`src/rtl/snd_pkg.sv`:
```
// Constants and types of the serial memory command decoder
package snd_pkg;

	// Opcodes
	localparam logic [7:0] CMD_LATCH_SET        = 8'h06;
	localparam logic [7:0] CMD_LATCH_CLEAR      = 8'h04;
	localparam logic [7:0] CMD_STATUS_READ      = 8'h05;
	localparam logic [7:0] CMD_STATUS_WRITE     = 8'h01;
	localparam logic [7:0] CMD_ARRAY_READ       = 8'h03;
	localparam logic [7:0] CMD_ARRAY_WRITE      = 8'h02;
	localparam logic [7:0] CMD_FAST_ARRAY_READ  = 8'h0B;
	localparam logic [7:0] CMD_DEEP_POWER_DOWN  = 8'hBA;
	localparam logic [7:0] CMD_HIBERNATE        = 8'hB9;
	localparam logic [7:0] CMD_ID_READ          = 8'h9F;
	localparam logic [7:0] CMD_UNIQUE_ID_READ   = 8'h4C;
	localparam logic [7:0] CMD_SN_WRITE         = 8'hC2;
	localparam logic [7:0] CMD_SN_READ          = 8'hC3;
	localparam logic [7:0] CMD_SECTOR_WRITE     = 8'h42;
	localparam logic [7:0] CMD_SECTOR_READ      = 8'h4B;
	localparam logic [7:0] CMD_FAST_SECTOR_READ = 8'h49;

	// Bit counts: last index of each input phase, full length of the ID, unique ID and serial number outputs
	localparam logic [5:0] BITS_BYTE_LAST = 6'h07;
	localparam logic [5:0] BITS_ADDR_LAST = 6'h17;
	localparam logic [5:0] BITS_SN_LAST   = 6'h3F;
	localparam logic [6:0] ID_OUT_LEN     = 7'h20;
	localparam logic [6:0] LONG_OUT_LEN   = 7'h40;

	// Address ranges
	localparam logic [18:0] ARRAY_ADDR_MAX = 19'h7_FFFF;
	localparam logic [7:0]  SEC_ADDR_MAX   = 8'hFF;
	localparam int          SEC_BYTES      = 256;

	// Reset values
	localparam logic [2:0] PIN_RST  = 3'h4;
	localparam logic [5:0] STAT_RST = 6'h00;

	// Recovery times and cycle counts
	localparam int          CLK_MHZ         = 250;
	localparam int          DPD_REC_US      = 10;
	localparam int          HIB_REC_US      = 450;
	localparam logic [16:0] DPD_REC_CYC     = 17'(DPD_REC_US * CLK_MHZ);
	localparam logic [16:0] HIB_REC_CYC_DEF = 17'(HIB_REC_US * CLK_MHZ);

	typedef enum logic [2:0] {
		SND_ST_OPC   = 3'b000,
		SND_ST_ADDR  = 3'b001,
		SND_ST_DUMMY = 3'b010,
		SND_ST_WDATA = 3'b011,
		SND_ST_OUT   = 3'b100,
		SND_ST_ARM   = 3'b101,
		SND_ST_SKIP  = 3'b110
	} snd_state_t;

	typedef enum logic [1:0] {
		SND_PWR_ACTIVE = 2'b00,
		SND_PWR_DPD    = 2'b01,
		SND_PWR_HIB    = 2'b10,
		SND_PWR_WAKE   = 2'b11
	} snd_pwr_t;

	typedef struct packed {
		logic [18:0] addr;
		logic [7:0]  data;
	} snd_wr_req_t;

endpackage : snd_pkg

```
`src/rtl/snd_buf2.sv`:
```
// Two-entry buffer for array write requests
`timescale 1ns/1ns
module snd_buf2 import snd_pkg::*; (
	input  wire logic  ref_clk,
	input  wire logic  sys_rst,
	input  wire logic  in_valid,
	output logic       in_ready,
	input  snd_wr_req_t in_data,
	output logic       out_valid,
	input  wire logic  out_ready,
	output snd_wr_req_t out_data
);
	logic [1:0]  cnt_ff;
	logic        wr_ptr_ff;
	logic        rd_ptr_ff;
	logic        push;
	logic        pop;
	snd_wr_req_t mem_ff [2];

	assign in_ready  = (cnt_ff != 2'h2);
	assign out_valid = (cnt_ff != 2'h0);
	assign out_data  = mem_ff[rd_ptr_ff];
	assign push      = in_valid & in_ready;
	assign pop       = out_valid & out_ready;

	always_ff @(posedge ref_clk or posedge sys_rst) begin
		if (sys_rst) begin
			cnt_ff    <= 2'h0;
			wr_ptr_ff <= 1'b0;
			rd_ptr_ff <= 1'b0;
		end else begin
			if (push)
				wr_ptr_ff <= ~wr_ptr_ff;
			if (pop)
				rd_ptr_ff <= ~rd_ptr_ff;
			if (push && !pop)
				cnt_ff <= cnt_ff + 2'h1;
			else if (pop && !push)
				cnt_ff <= cnt_ff - 2'h1;
		end
	end

	always_ff @(posedge ref_clk) begin
		if (push)
			mem_ff[wr_ptr_ff] <= in_data;
	end
endmodule : snd_buf2

```
`src/rtl/snd_top.sv`:
```
// Command decoder and sequencer of a serial nonvolatile memory
`timescale 1ns/1ns
module snd_top import snd_pkg::*; #(
	parameter logic [16:0] HIB_REC_CYC = HIB_REC_CYC_DEF,
	parameter logic [31:0] DEV_ID      = 32'h1234_5678, // Arbitrary value
	parameter logic [63:0] UNIQ_ID     = 64'h0123_4567_89AB_CDEF // Arbitrary
) (
	input  wire logic  ref_clk,
	input  wire logic  sys_rst,
	input  wire logic  cs_n_i,
	input  wire logic  sck_i,
	input  wire logic  si_i,
	output logic       so_o,
	output logic       so_oe,
	output logic [18:0] mem_rd_addr,
	output logic       mem_rd_req,
	input  wire logic [7:0] mem_rd_data,
	output logic       mem_wr_valid,
	input  wire logic  mem_wr_ready,
	output snd_wr_req_t mem_wr,
	output logic [7:0] status_o,
	output logic [1:0] pwr_state_o,
	output logic       wr_overrun_o
);
	logic [2:0]  pin_s1_ff;
	logic [2:0]  pin_s2_ff;
	logic [1:0]  pin_d_ff;
	logic        cs_fall, cs_rise, sck_rise, sck_fall, go, rise_ev, fall_ev;
	logic        in_frame_ff;
	snd_state_t  st_ff, nxt_st, dec_st;
	snd_pwr_t    pwr_ff;
	logic [5:0]  bit_cnt_ff;
	logic        phase_last, op_done;
	logic [7:0]  cmd_ff;
	logic [63:0] sh_in_ff, nxt_in;
	logic        wel_ff;
	logic [5:0]  stat_ff;
	logic [63:0] sn_ff;
	logic        sn_lock_ff;
	logic [18:0] addr_ff;
	logic        sec_end_ff, is_sector, is_fast, is_wr, byte_src, wr_byte;
	logic        rd_req_ff, rd_wait_ff;
	logic [7:0]  rd_byte_ff, src_byte;
	logic [63:0] out_sh_ff;
	logic [6:0]  out_cnt_ff, out_len;
	logic        so_ff, so_oe_ff;
	logic [16:0] wake_cnt_ff;
	logic        push_valid, push_ready, overrun_ff;
	logic [7:0]  sector_mem [SEC_BYTES];

	// Pin synchronisers, order {cs, sck, si}
	always_ff @(posedge ref_clk or posedge sys_rst) begin
		if (sys_rst) begin
			pin_s1_ff <= PIN_RST;
			pin_s2_ff <= PIN_RST;
			pin_d_ff  <= PIN_RST[2:1];
		end else begin
			pin_s1_ff <= {cs_n_i, sck_i, si_i};
			pin_s2_ff <= pin_s1_ff;
			pin_d_ff  <= pin_s2_ff[2:1];
		end
	end

	assign cs_fall  = ~pin_s2_ff[2] & pin_d_ff[1];
	assign cs_rise  = pin_s2_ff[2] & ~pin_d_ff[1];
	assign sck_rise = pin_s2_ff[1] & ~pin_d_ff[0];
	assign sck_fall = ~pin_s2_ff[1] & pin_d_ff[0];
	assign go       = in_frame_ff & ~pin_s2_ff[2];
	assign rise_ev  = go & sck_rise;
	assign fall_ev  = go & sck_fall;
	assign nxt_in   = {sh_in_ff[62:0], pin_s2_ff[0]};
	assign op_done  = rise_ev & (st_ff == SND_ST_OPC) & phase_last;

	// Frame only opens in normal operation
	always_ff @(posedge ref_clk or posedge sys_rst) begin
		if (sys_rst)
			in_frame_ff <= 1'b0;
		else if (pin_s2_ff[2])
			in_frame_ff <= 1'b0;
		else if (cs_fall && pwr_ff == SND_PWR_ACTIVE)
			in_frame_ff <= 1'b1;
	end

	always_ff @(posedge ref_clk or posedge sys_rst) begin
		if (sys_rst)
			sh_in_ff <= 64'h0000_0000_0000_0000;
		else if (rise_ev)
			sh_in_ff <= nxt_in;
	end

	assign is_sector = (cmd_ff == CMD_SECTOR_WRITE) |
		(cmd_ff == CMD_SECTOR_READ) | (cmd_ff == CMD_FAST_SECTOR_READ);
	assign is_fast   = (cmd_ff == CMD_FAST_ARRAY_READ) |
		(cmd_ff == CMD_FAST_SECTOR_READ);
	assign is_wr     = (cmd_ff == CMD_ARRAY_WRITE) |
		(cmd_ff == CMD_SECTOR_WRITE);
	assign byte_src  = (cmd_ff != CMD_ID_READ) &
		(cmd_ff != CMD_UNIQUE_ID_READ) & (cmd_ff != CMD_SN_READ);

	always_comb begin
		phase_last = 1'b0;
		unique case (st_ff)
			SND_ST_OPC, SND_ST_DUMMY: phase_last = (bit_cnt_ff == BITS_BYTE_LAST);
			SND_ST_ADDR: phase_last = (bit_cnt_ff == BITS_ADDR_LAST);
			SND_ST_WDATA: phase_last = (cmd_ff == CMD_SN_WRITE) ?
				(bit_cnt_ff == BITS_SN_LAST) :
				(bit_cnt_ff[2:0] == BITS_BYTE_LAST[2:0]);
			default: phase_last = 1'b0;
		endcase
	end

	// Opcode decode
	always_comb begin
		dec_st = SND_ST_SKIP;
		case (nxt_in[7:0])
			CMD_STATUS_READ, CMD_ID_READ, CMD_UNIQUE_ID_READ, CMD_SN_READ:
				dec_st = SND_ST_OUT;
			CMD_ARRAY_READ, CMD_FAST_ARRAY_READ, CMD_SECTOR_READ,
			CMD_FAST_SECTOR_READ: dec_st = SND_ST_ADDR;
			CMD_ARRAY_WRITE, CMD_SECTOR_WRITE:
				dec_st = wel_ff ? SND_ST_ADDR : SND_ST_SKIP;
			CMD_STATUS_WRITE, CMD_SN_WRITE:
				dec_st = wel_ff ? SND_ST_WDATA : SND_ST_SKIP;
			CMD_DEEP_POWER_DOWN, CMD_HIBERNATE: dec_st = SND_ST_ARM;
			default: dec_st = SND_ST_SKIP;
		endcase
	end

	always_comb begin
		nxt_st = st_ff;
		unique case (st_ff)
			SND_ST_OPC: if (phase_last) begin
				nxt_st = dec_st;
			end
			SND_ST_ADDR: if (phase_last) begin
				nxt_st = is_fast ? SND_ST_DUMMY :
					(is_wr ? SND_ST_WDATA : SND_ST_OUT);
			end
			SND_ST_DUMMY: if (phase_last) begin
				nxt_st = SND_ST_OUT;
			end
			SND_ST_WDATA: if (phase_last && !is_wr) begin
				nxt_st = SND_ST_SKIP;
			end
			SND_ST_ARM: nxt_st = SND_ST_SKIP;
			SND_ST_OUT, SND_ST_SKIP: nxt_st = st_ff;
			default: nxt_st = SND_ST_SKIP;
		endcase
	end

	always_ff @(posedge ref_clk or posedge sys_rst) begin
		if (sys_rst) begin
			st_ff      <= SND_ST_OPC;
			bit_cnt_ff <= 6'h00;
			cmd_ff     <= 8'h00;
		end else if (cs_fall) begin
			st_ff      <= SND_ST_OPC;
			bit_cnt_ff <= 6'h00;
		end else if (rise_ev) begin
			st_ff      <= nxt_st;
			bit_cnt_ff <= (nxt_st != st_ff) ? 6'h00 : bit_cnt_ff + 6'h01;
			if (st_ff == SND_ST_OPC && phase_last)
				cmd_ff <= nxt_in[7:0];
		end
	end

	// Write enable latch
	always_ff @(posedge ref_clk or posedge sys_rst) begin
		if (sys_rst)
			wel_ff <= 1'b0;
		else if (cs_fall && (pwr_ff == SND_PWR_DPD || pwr_ff == SND_PWR_HIB))
			wel_ff <= 1'b0;
		else if (op_done && nxt_in[7:0] == CMD_LATCH_SET)
			wel_ff <= 1'b1;
		else if (op_done && nxt_in[7:0] == CMD_LATCH_CLEAR)
			wel_ff <= 1'b0;
	end

	// Status and serial number
	always_ff @(posedge ref_clk or posedge sys_rst) begin
		if (sys_rst) begin
			stat_ff    <= STAT_RST;
			sn_ff      <= 64'h0000_0000_0000_0000;
			sn_lock_ff <= 1'b0;
		end else if (rise_ev && st_ff == SND_ST_WDATA && phase_last) begin
			if (cmd_ff == CMD_STATUS_WRITE)
				stat_ff <= nxt_in[7:2];
			if (cmd_ff == CMD_SN_WRITE && !sn_lock_ff) begin
				sn_ff      <= nxt_in;
				sn_lock_ff <= 1'b1;
			end
		end
	end

	assign status_o = {stat_ff, wel_ff, 1'b0};
	assign wr_byte  = rise_ev & (st_ff == SND_ST_WDATA) & is_wr &
		(bit_cnt_ff[2:0] == BITS_BYTE_LAST[2:0]);

	// Address, prefetch and sector end
	always_ff @(posedge ref_clk or posedge sys_rst) begin
		if (sys_rst) begin
			addr_ff    <= 19'h0_0000;
			sec_end_ff <= 1'b0;
		end else if (cs_fall) begin
			sec_end_ff <= 1'b0;
		end else if (rise_ev && st_ff == SND_ST_ADDR && phase_last) begin
			addr_ff <= is_sector ? {11'h000, nxt_in[7:0]} : nxt_in[18:0];
		end else if (wr_byte || rd_wait_ff) begin
			if (!is_sector)
				addr_ff <= addr_ff + 19'h0_0001;
			else if (addr_ff[7:0] == SEC_ADDR_MAX)
				sec_end_ff <= 1'b1;
			else
				addr_ff <= addr_ff + 19'h0_0001;
		end
	end

	always_ff @(posedge ref_clk or posedge sys_rst) begin
		if (sys_rst) begin
			rd_req_ff  <= 1'b0;
			rd_wait_ff <= 1'b0;
			rd_byte_ff <= 8'h00;
		end else begin
			rd_req_ff  <= (rise_ev && phase_last && !is_wr &&
				((st_ff == SND_ST_ADDR && !is_fast) || st_ff == SND_ST_DUMMY)) ||
				(fall_ev && st_ff == SND_ST_OUT && byte_src &&
				cmd_ff != CMD_STATUS_READ && out_cnt_ff[2:0] == 3'h0);
			rd_wait_ff <= rd_req_ff;
			if (rd_wait_ff)
				rd_byte_ff <= !is_sector ? mem_rd_data :
					(sec_end_ff ? 8'h00 : sector_mem[addr_ff[7:0]]);
		end
	end

	assign mem_rd_addr = addr_ff;
	assign mem_rd_req  = rd_req_ff;

	always_ff @(posedge ref_clk) begin
		if (wr_byte && cmd_ff == CMD_SECTOR_WRITE && !sec_end_ff)
			sector_mem[addr_ff[7:0]] <= nxt_in[7:0];
	end

	// Output shifter, changes on SCK falling edges
	assign src_byte = (cmd_ff == CMD_STATUS_READ) ? status_o : rd_byte_ff;
	assign out_len  = (cmd_ff == CMD_ID_READ) ? ID_OUT_LEN : LONG_OUT_LEN;

	always_ff @(posedge ref_clk or posedge sys_rst) begin
		if (sys_rst) begin
			out_sh_ff  <= 64'h0000_0000_0000_0000;
			out_cnt_ff <= 7'h00;
			so_ff      <= 1'b0;
		end else if (cs_fall) begin
			out_cnt_ff <= 7'h00;
		end else if (op_done) begin
			unique case (nxt_in[7:0])
				CMD_ID_READ: out_sh_ff <= {DEV_ID, 32'h0000_0000};
				CMD_UNIQUE_ID_READ: out_sh_ff <= UNIQ_ID;
				CMD_SN_READ: out_sh_ff <= sn_ff;
				default: out_sh_ff <= out_sh_ff;
			endcase
		end else if (fall_ev && st_ff == SND_ST_OUT) begin
			if (byte_src) begin
				out_cnt_ff <= out_cnt_ff + 7'h01;
				if (out_cnt_ff[2:0] == 3'h0) begin
					so_ff     <= src_byte[7];
					out_sh_ff <= {src_byte[6:0], 57'h0};
				end else begin
					so_ff     <= out_sh_ff[63];
					out_sh_ff <= {out_sh_ff[62:0], 1'b0};
				end
			end else if (out_cnt_ff < out_len) begin
				out_cnt_ff <= out_cnt_ff + 7'h01;
				so_ff      <= out_sh_ff[63];
				out_sh_ff  <= {out_sh_ff[62:0], 1'b0};
			end
		end
	end

	always_ff @(posedge ref_clk or posedge sys_rst) begin
		if (sys_rst)
			so_oe_ff <= 1'b0;
		else if (!go)
			so_oe_ff <= 1'b0;
		else if (fall_ev && st_ff == SND_ST_OUT)
			so_oe_ff <= 1'b1;
	end

	assign so_o  = so_ff;
	assign so_oe = so_oe_ff;

	// Low-power modes
	always_ff @(posedge ref_clk or posedge sys_rst) begin
		if (sys_rst) begin
			pwr_ff      <= SND_PWR_ACTIVE;
			wake_cnt_ff <= 17'h0_0000;
		end else begin
			unique case (pwr_ff)
				SND_PWR_ACTIVE: if (cs_rise && in_frame_ff && st_ff == SND_ST_ARM) begin
					pwr_ff <= (cmd_ff == CMD_DEEP_POWER_DOWN) ?
						SND_PWR_DPD : SND_PWR_HIB;
				end
				SND_PWR_DPD, SND_PWR_HIB: if (cs_fall) begin
					pwr_ff      <= SND_PWR_WAKE;
					wake_cnt_ff <= (pwr_ff == SND_PWR_DPD) ?
						DPD_REC_CYC - 17'h0_0001 :
						HIB_REC_CYC - 17'h0_0001;
				end
				SND_PWR_WAKE: if (wake_cnt_ff == 17'h0_0000) begin
					pwr_ff <= SND_PWR_ACTIVE;
				end else begin
					wake_cnt_ff <= wake_cnt_ff - 17'h0_0001;
				end
			endcase
		end
	end

	assign pwr_state_o = pwr_ff;

	// Array write path
	assign push_valid = wr_byte & (cmd_ff == CMD_ARRAY_WRITE);

	snd_buf2 u_wr_buf (
		.ref_clk   (ref_clk),
		.sys_rst   (sys_rst),
		.in_valid  (push_valid),
		.in_ready  (push_ready),
		.in_data   ({addr_ff, nxt_in[7:0]}),
		.out_valid (mem_wr_valid),
		.out_ready (mem_wr_ready),
		.out_data  (mem_wr)
	);

	always_ff @(posedge ref_clk or posedge sys_rst) begin
		if (sys_rst)
			overrun_ff <= 1'b0;
		else if (push_valid && !push_ready)
			overrun_ff <= 1'b1;
	end

	assign wr_overrun_o = overrun_ff;
endmodule : snd_top

```
`config.mk`:
```
export PLATFORM = sky130hd
export DESIGN_NAME = snd_top
export DESIGN_NICKNAME = d
export VERILOG_FILES = /design/src/rtl/snd_pkg.sv /design/src/rtl/snd_buf2.sv /design/src/rtl/snd_top.sv
export SDC_FILE = /design/constraint.sdc
export NUM_CORES = 2
export LEC_CHECK = 0
export BUFFER_PORTS_ARGS = -buffer_cell sky130_fd_sc_hd__buf_2
export CAP_MARGIN = 20
export CORE_ASPECT_RATIO = 1.5
export CORE_MARGIN = 1
export CORE_UTILIZATION = 65
export DETAILED_ROUTE_END_ITERATION = 8
export PLACE_DENSITY = 0.82
export SLEW_MARGIN = 40
export SYNTH_ARGS = -nofsm -noshare
export SYNTH_HDL_FRONTEND = slang
export SYNTH_SLANG_ARGS = --single-unit
```
`constraint.sdc`:
```
create_clock -name ref_clk -period 19.89 [get_ports ref_clk]
set_input_delay 0.9945 -clock ref_clk [delete_from_list [all_inputs] [get_ports ref_clk]]
set_output_delay 0.9945 -clock ref_clk [all_outputs]
set_load 0.02 [all_outputs]
```
==> summary.txt <==
status: finished, final reports clean
CP Max Fanout: 82
num rows: 171
multi-input logic area: 23,620 µm²
sequential area share after synthesis: 0.7390
Root Driver: clkbuf_16
DRC: 0
CP cell instances: buf_4, buf_4, buf_12, mux4_1, a22oi_1, o22ai_1, a211oi_1, o2111ai_1, a2111oi_0, a221oi_1
fmax: 164.8 MHz
post_cts resized: 0
Leak: 34.20 nW
Hold Crit Class: in -> async
Final nets: 5,419
Tmin final: 6.069 ns
vias in the first global route: 53,750
clk_lat worst skew: 0.86 ns
antenna violations before repair: 18
largest net degree at the start of global routing: 209
crit path from: mem_rd_addr[0]
DRT Pass-1 Iters: 8
Synth Flop Type: edfxtp_1
Worst EP arrival: 6.77 ns
TritonCTS clock tree: done
final period utilization: 0.3051
fill count: 7,990
postcts setup bufs: 0
Worst-Margin Slew: 0.9765 ns
Ys Warns: 0
final setup vio count: 0
first-pass GRT wire length: 395,600 µm
Vias: 54,935
Placer Congestion: 1.007
Worst Setup End Kind: register
layout overhead on the synthesized area: 9.898%
drt wl/cell: 37.70 µm
Reg area: 70,380 µm²
Final Util: 0.7210
Post-Synthesis Cells: 5,329
Critical R2R Launch: mem_rd_addr[0]
CP required: 20.59 ns
Die Span Y: 470.6 µm
Pwr Density: 93.98 nW/µm²
RSZ-0062 raised after global routing: no
Post-CTS Hold Fix Bufs: 0
Top Ports: 75
EDFF count, synth: 2,102
H-Tree Depth: 4
IO buf count: 73
CP max stage delay: 0.92 ns
Starting Density: 0.6560
worst-case clock buffer depth: 3
slew margin rel.: 0.3472
Setup Skew: 0.03142 ns
Post-Syn Area: 95,170 µm²
Crit Path Category: reg -> reg
die width: 314.4 µm
Setup WS pre-CTS: 13.96 ns
R2R setup slack: 13.82 ns
Worst VDD drop: 0.07824 mV
Mapped Nets: 5,357
Final ANT Viol Nets: 0
total wire length: 281,700 µm
Seq cells post-synth: 2,390
detailed placer's ending HPWL: 168,900 µm
CTS sink count: 2,390
max-cap violations: 0
post-route setup slack: 13.82 ns
die area: 148,000 µm²
Core Footprint: 145,100 µm²
asr flop ratio synth: 0.1205
startpoint types: register
total grt overflow: 0
Final Max Tran Viols: 0
post-route setup TNS: 0 ns
Distinct cells, synth: 87
CP most frequent cell: buf_4
Iteration-0 DRC Markers: 8,920
Avg Cell Area, Syn: 17.86 µm²
critical path's slowest cell: a211oi_1
layout cells sized above 1: 0.2154
Clock transition at path regs: 0.07 ns
gr usage total: 0.3851
via/cell ratio: 7.353
CTS buffer count: 197
Final Hold Fails: 0
[registers in the layout, indices dropped and copies added (netlist names), 7 cells and up]
name and count:
cmd_ff 8, mem_rd_addr 19, out_cnt_ff 7, out_sh_ff 64
rd_byte_ff 8, sector_mem 2048, sh_in_ff 63, sn_ff 64
u_wr_buf.mem_ff 54, wake_cnt_ff 17
[critical path: cells and delay by family (launching register included)]
kind                   cells  cell delay (ns)
AOI/OAI and AO/OA          6             2.46
buffers and inverters      3             1.78
DFF                        1             0.83
muxes                      1             0.78
[stage by stage]
step                      cells  area (µm²)  hold slack (ns)  total power (W)
after floorplan            5329       95170           0.3312         0.005818
after global placement     7086       97350           0.3412         0.005884
after detailed placement   7091       97710           0.3604         0.005902
after CTS                  7462      104300           0.2351         0.009803
after global routing       7468      104600           0.2489         0.009988
final                      7471      104600           0.2141         0.009829
[path summary, 6_finish.rpt]
| check | end | cells after the start |
|---|---|---|
| min in group ref_clk | pin_s1_ff[1] | 1 |
| worst max-delay path | rd_byte_ff[2] | 10 |
| worst min-delay path | wake_cnt_ff[3] | 2 |
| worst min register to register | pin_s2_ff[2] | 0 |
| max in group asynchronous | sh_in_ff[5] | 4 |
| worst max register to register | rd_byte_ff[2] | 10 |
[synthesized netlist by cell type, drive strengths merged, types with 8 or more instances]
cell     number  share of area
nand2       476          0.019
a211oi       29         0.0023
mux2        111          0.013
or3          10        0.00066
a311oi        8        0.00074
dfrtp       285          0.075
and2         12        0.00079
nand3        99         0.0052
nor2b        21         0.0014
nor4         21         0.0014
and3         29         0.0019
nand4        23         0.0015
mux2i       178          0.019
a2111oi      11         0.0012
clkbuf      168         0.0067
o211ai       13         0.0010
xnor2        10        0.00092
a221oi       23         0.0021
o22ai        16         0.0011
buf         160          0.011
a32oi        10        0.00092
mux4        458           0.11
nor2        373          0.015
edfxtp     2102           0.66
nand2b       14        0.00092
nor3         38         0.0020
a31oi        41         0.0027
a21oi       155         0.0082
inv          21        0.00083
a22oi       117         0.0093
a22o         16         0.0015
ha           14         0.0018
o21ai       153         0.0080
[cell type report]
type | instances | area share
sequential | 2390 | 0.6729
multi-input combinational | 2588 | 0.2258
clock buffer | 261 | 0.05176
tap | 1903 | 0.02277
timing repair buffer | 191 | 0.01437
clock inverter | 110 | 0.01133
inverter | 23 | 0.0009212
antenna | 5 | 0.0001196
[where the power goes]
group          total [W]  switching, W  internal (W)  leakage (nW)
registers        0.00558     0.0000307       0.00555          23.5
logic           0.000223      0.000192     0.0000306          7.53
clock network    0.00402       0.00180       0.00222          3.21
total            0.00983       0.00203       0.00780          34.2
[cell usage in the layout, fill, tap and decap left out, types with 32 or more instances in the layout]
cell type  instances
a21oi_1          155
a22oi_1          115
a31oi_1           39
buf_2             75
buf_4             84
clkbuf_1          44
clkbuf_16        202
clkinv_1          37
dfrtp_1          271
edfxtp_1        2102
mux2_2           111
mux2i_1          177
mux4_1            35
mux4_2           423
nand2_1          461
nand3_1           89
nor2_1           283
nor2_2            87
nor3_1            32
o21ai_0          131
[cells by family after synthesis]
kind of cell / Yosys count / synth area share
multiplexers: 747 / 0.1416
buffers and inverters: 351 / 0.01826
AO/OA/AOI/OAI: 646 / 0.04399
AND/OR/NAND/NOR: 1164 / 0.05375
flip-flops: 2390 / 0.7390
other: 1 / 0.00003940
adder cells (fa/ha/maj): 14 / 0.001841
XOR/XNOR: 16 / 0.001472
[layer usage]
metal,part of all wire,vias up,track usage
met2,0.47,4980,0.5964
met1,0.31,27460,0.4611
met3,0.12,1163,0.1019
met5,0.00061,-,0
li1,-,21306,-
met4,0.098,26,0.3020
(Power assumes the default switching activity.)
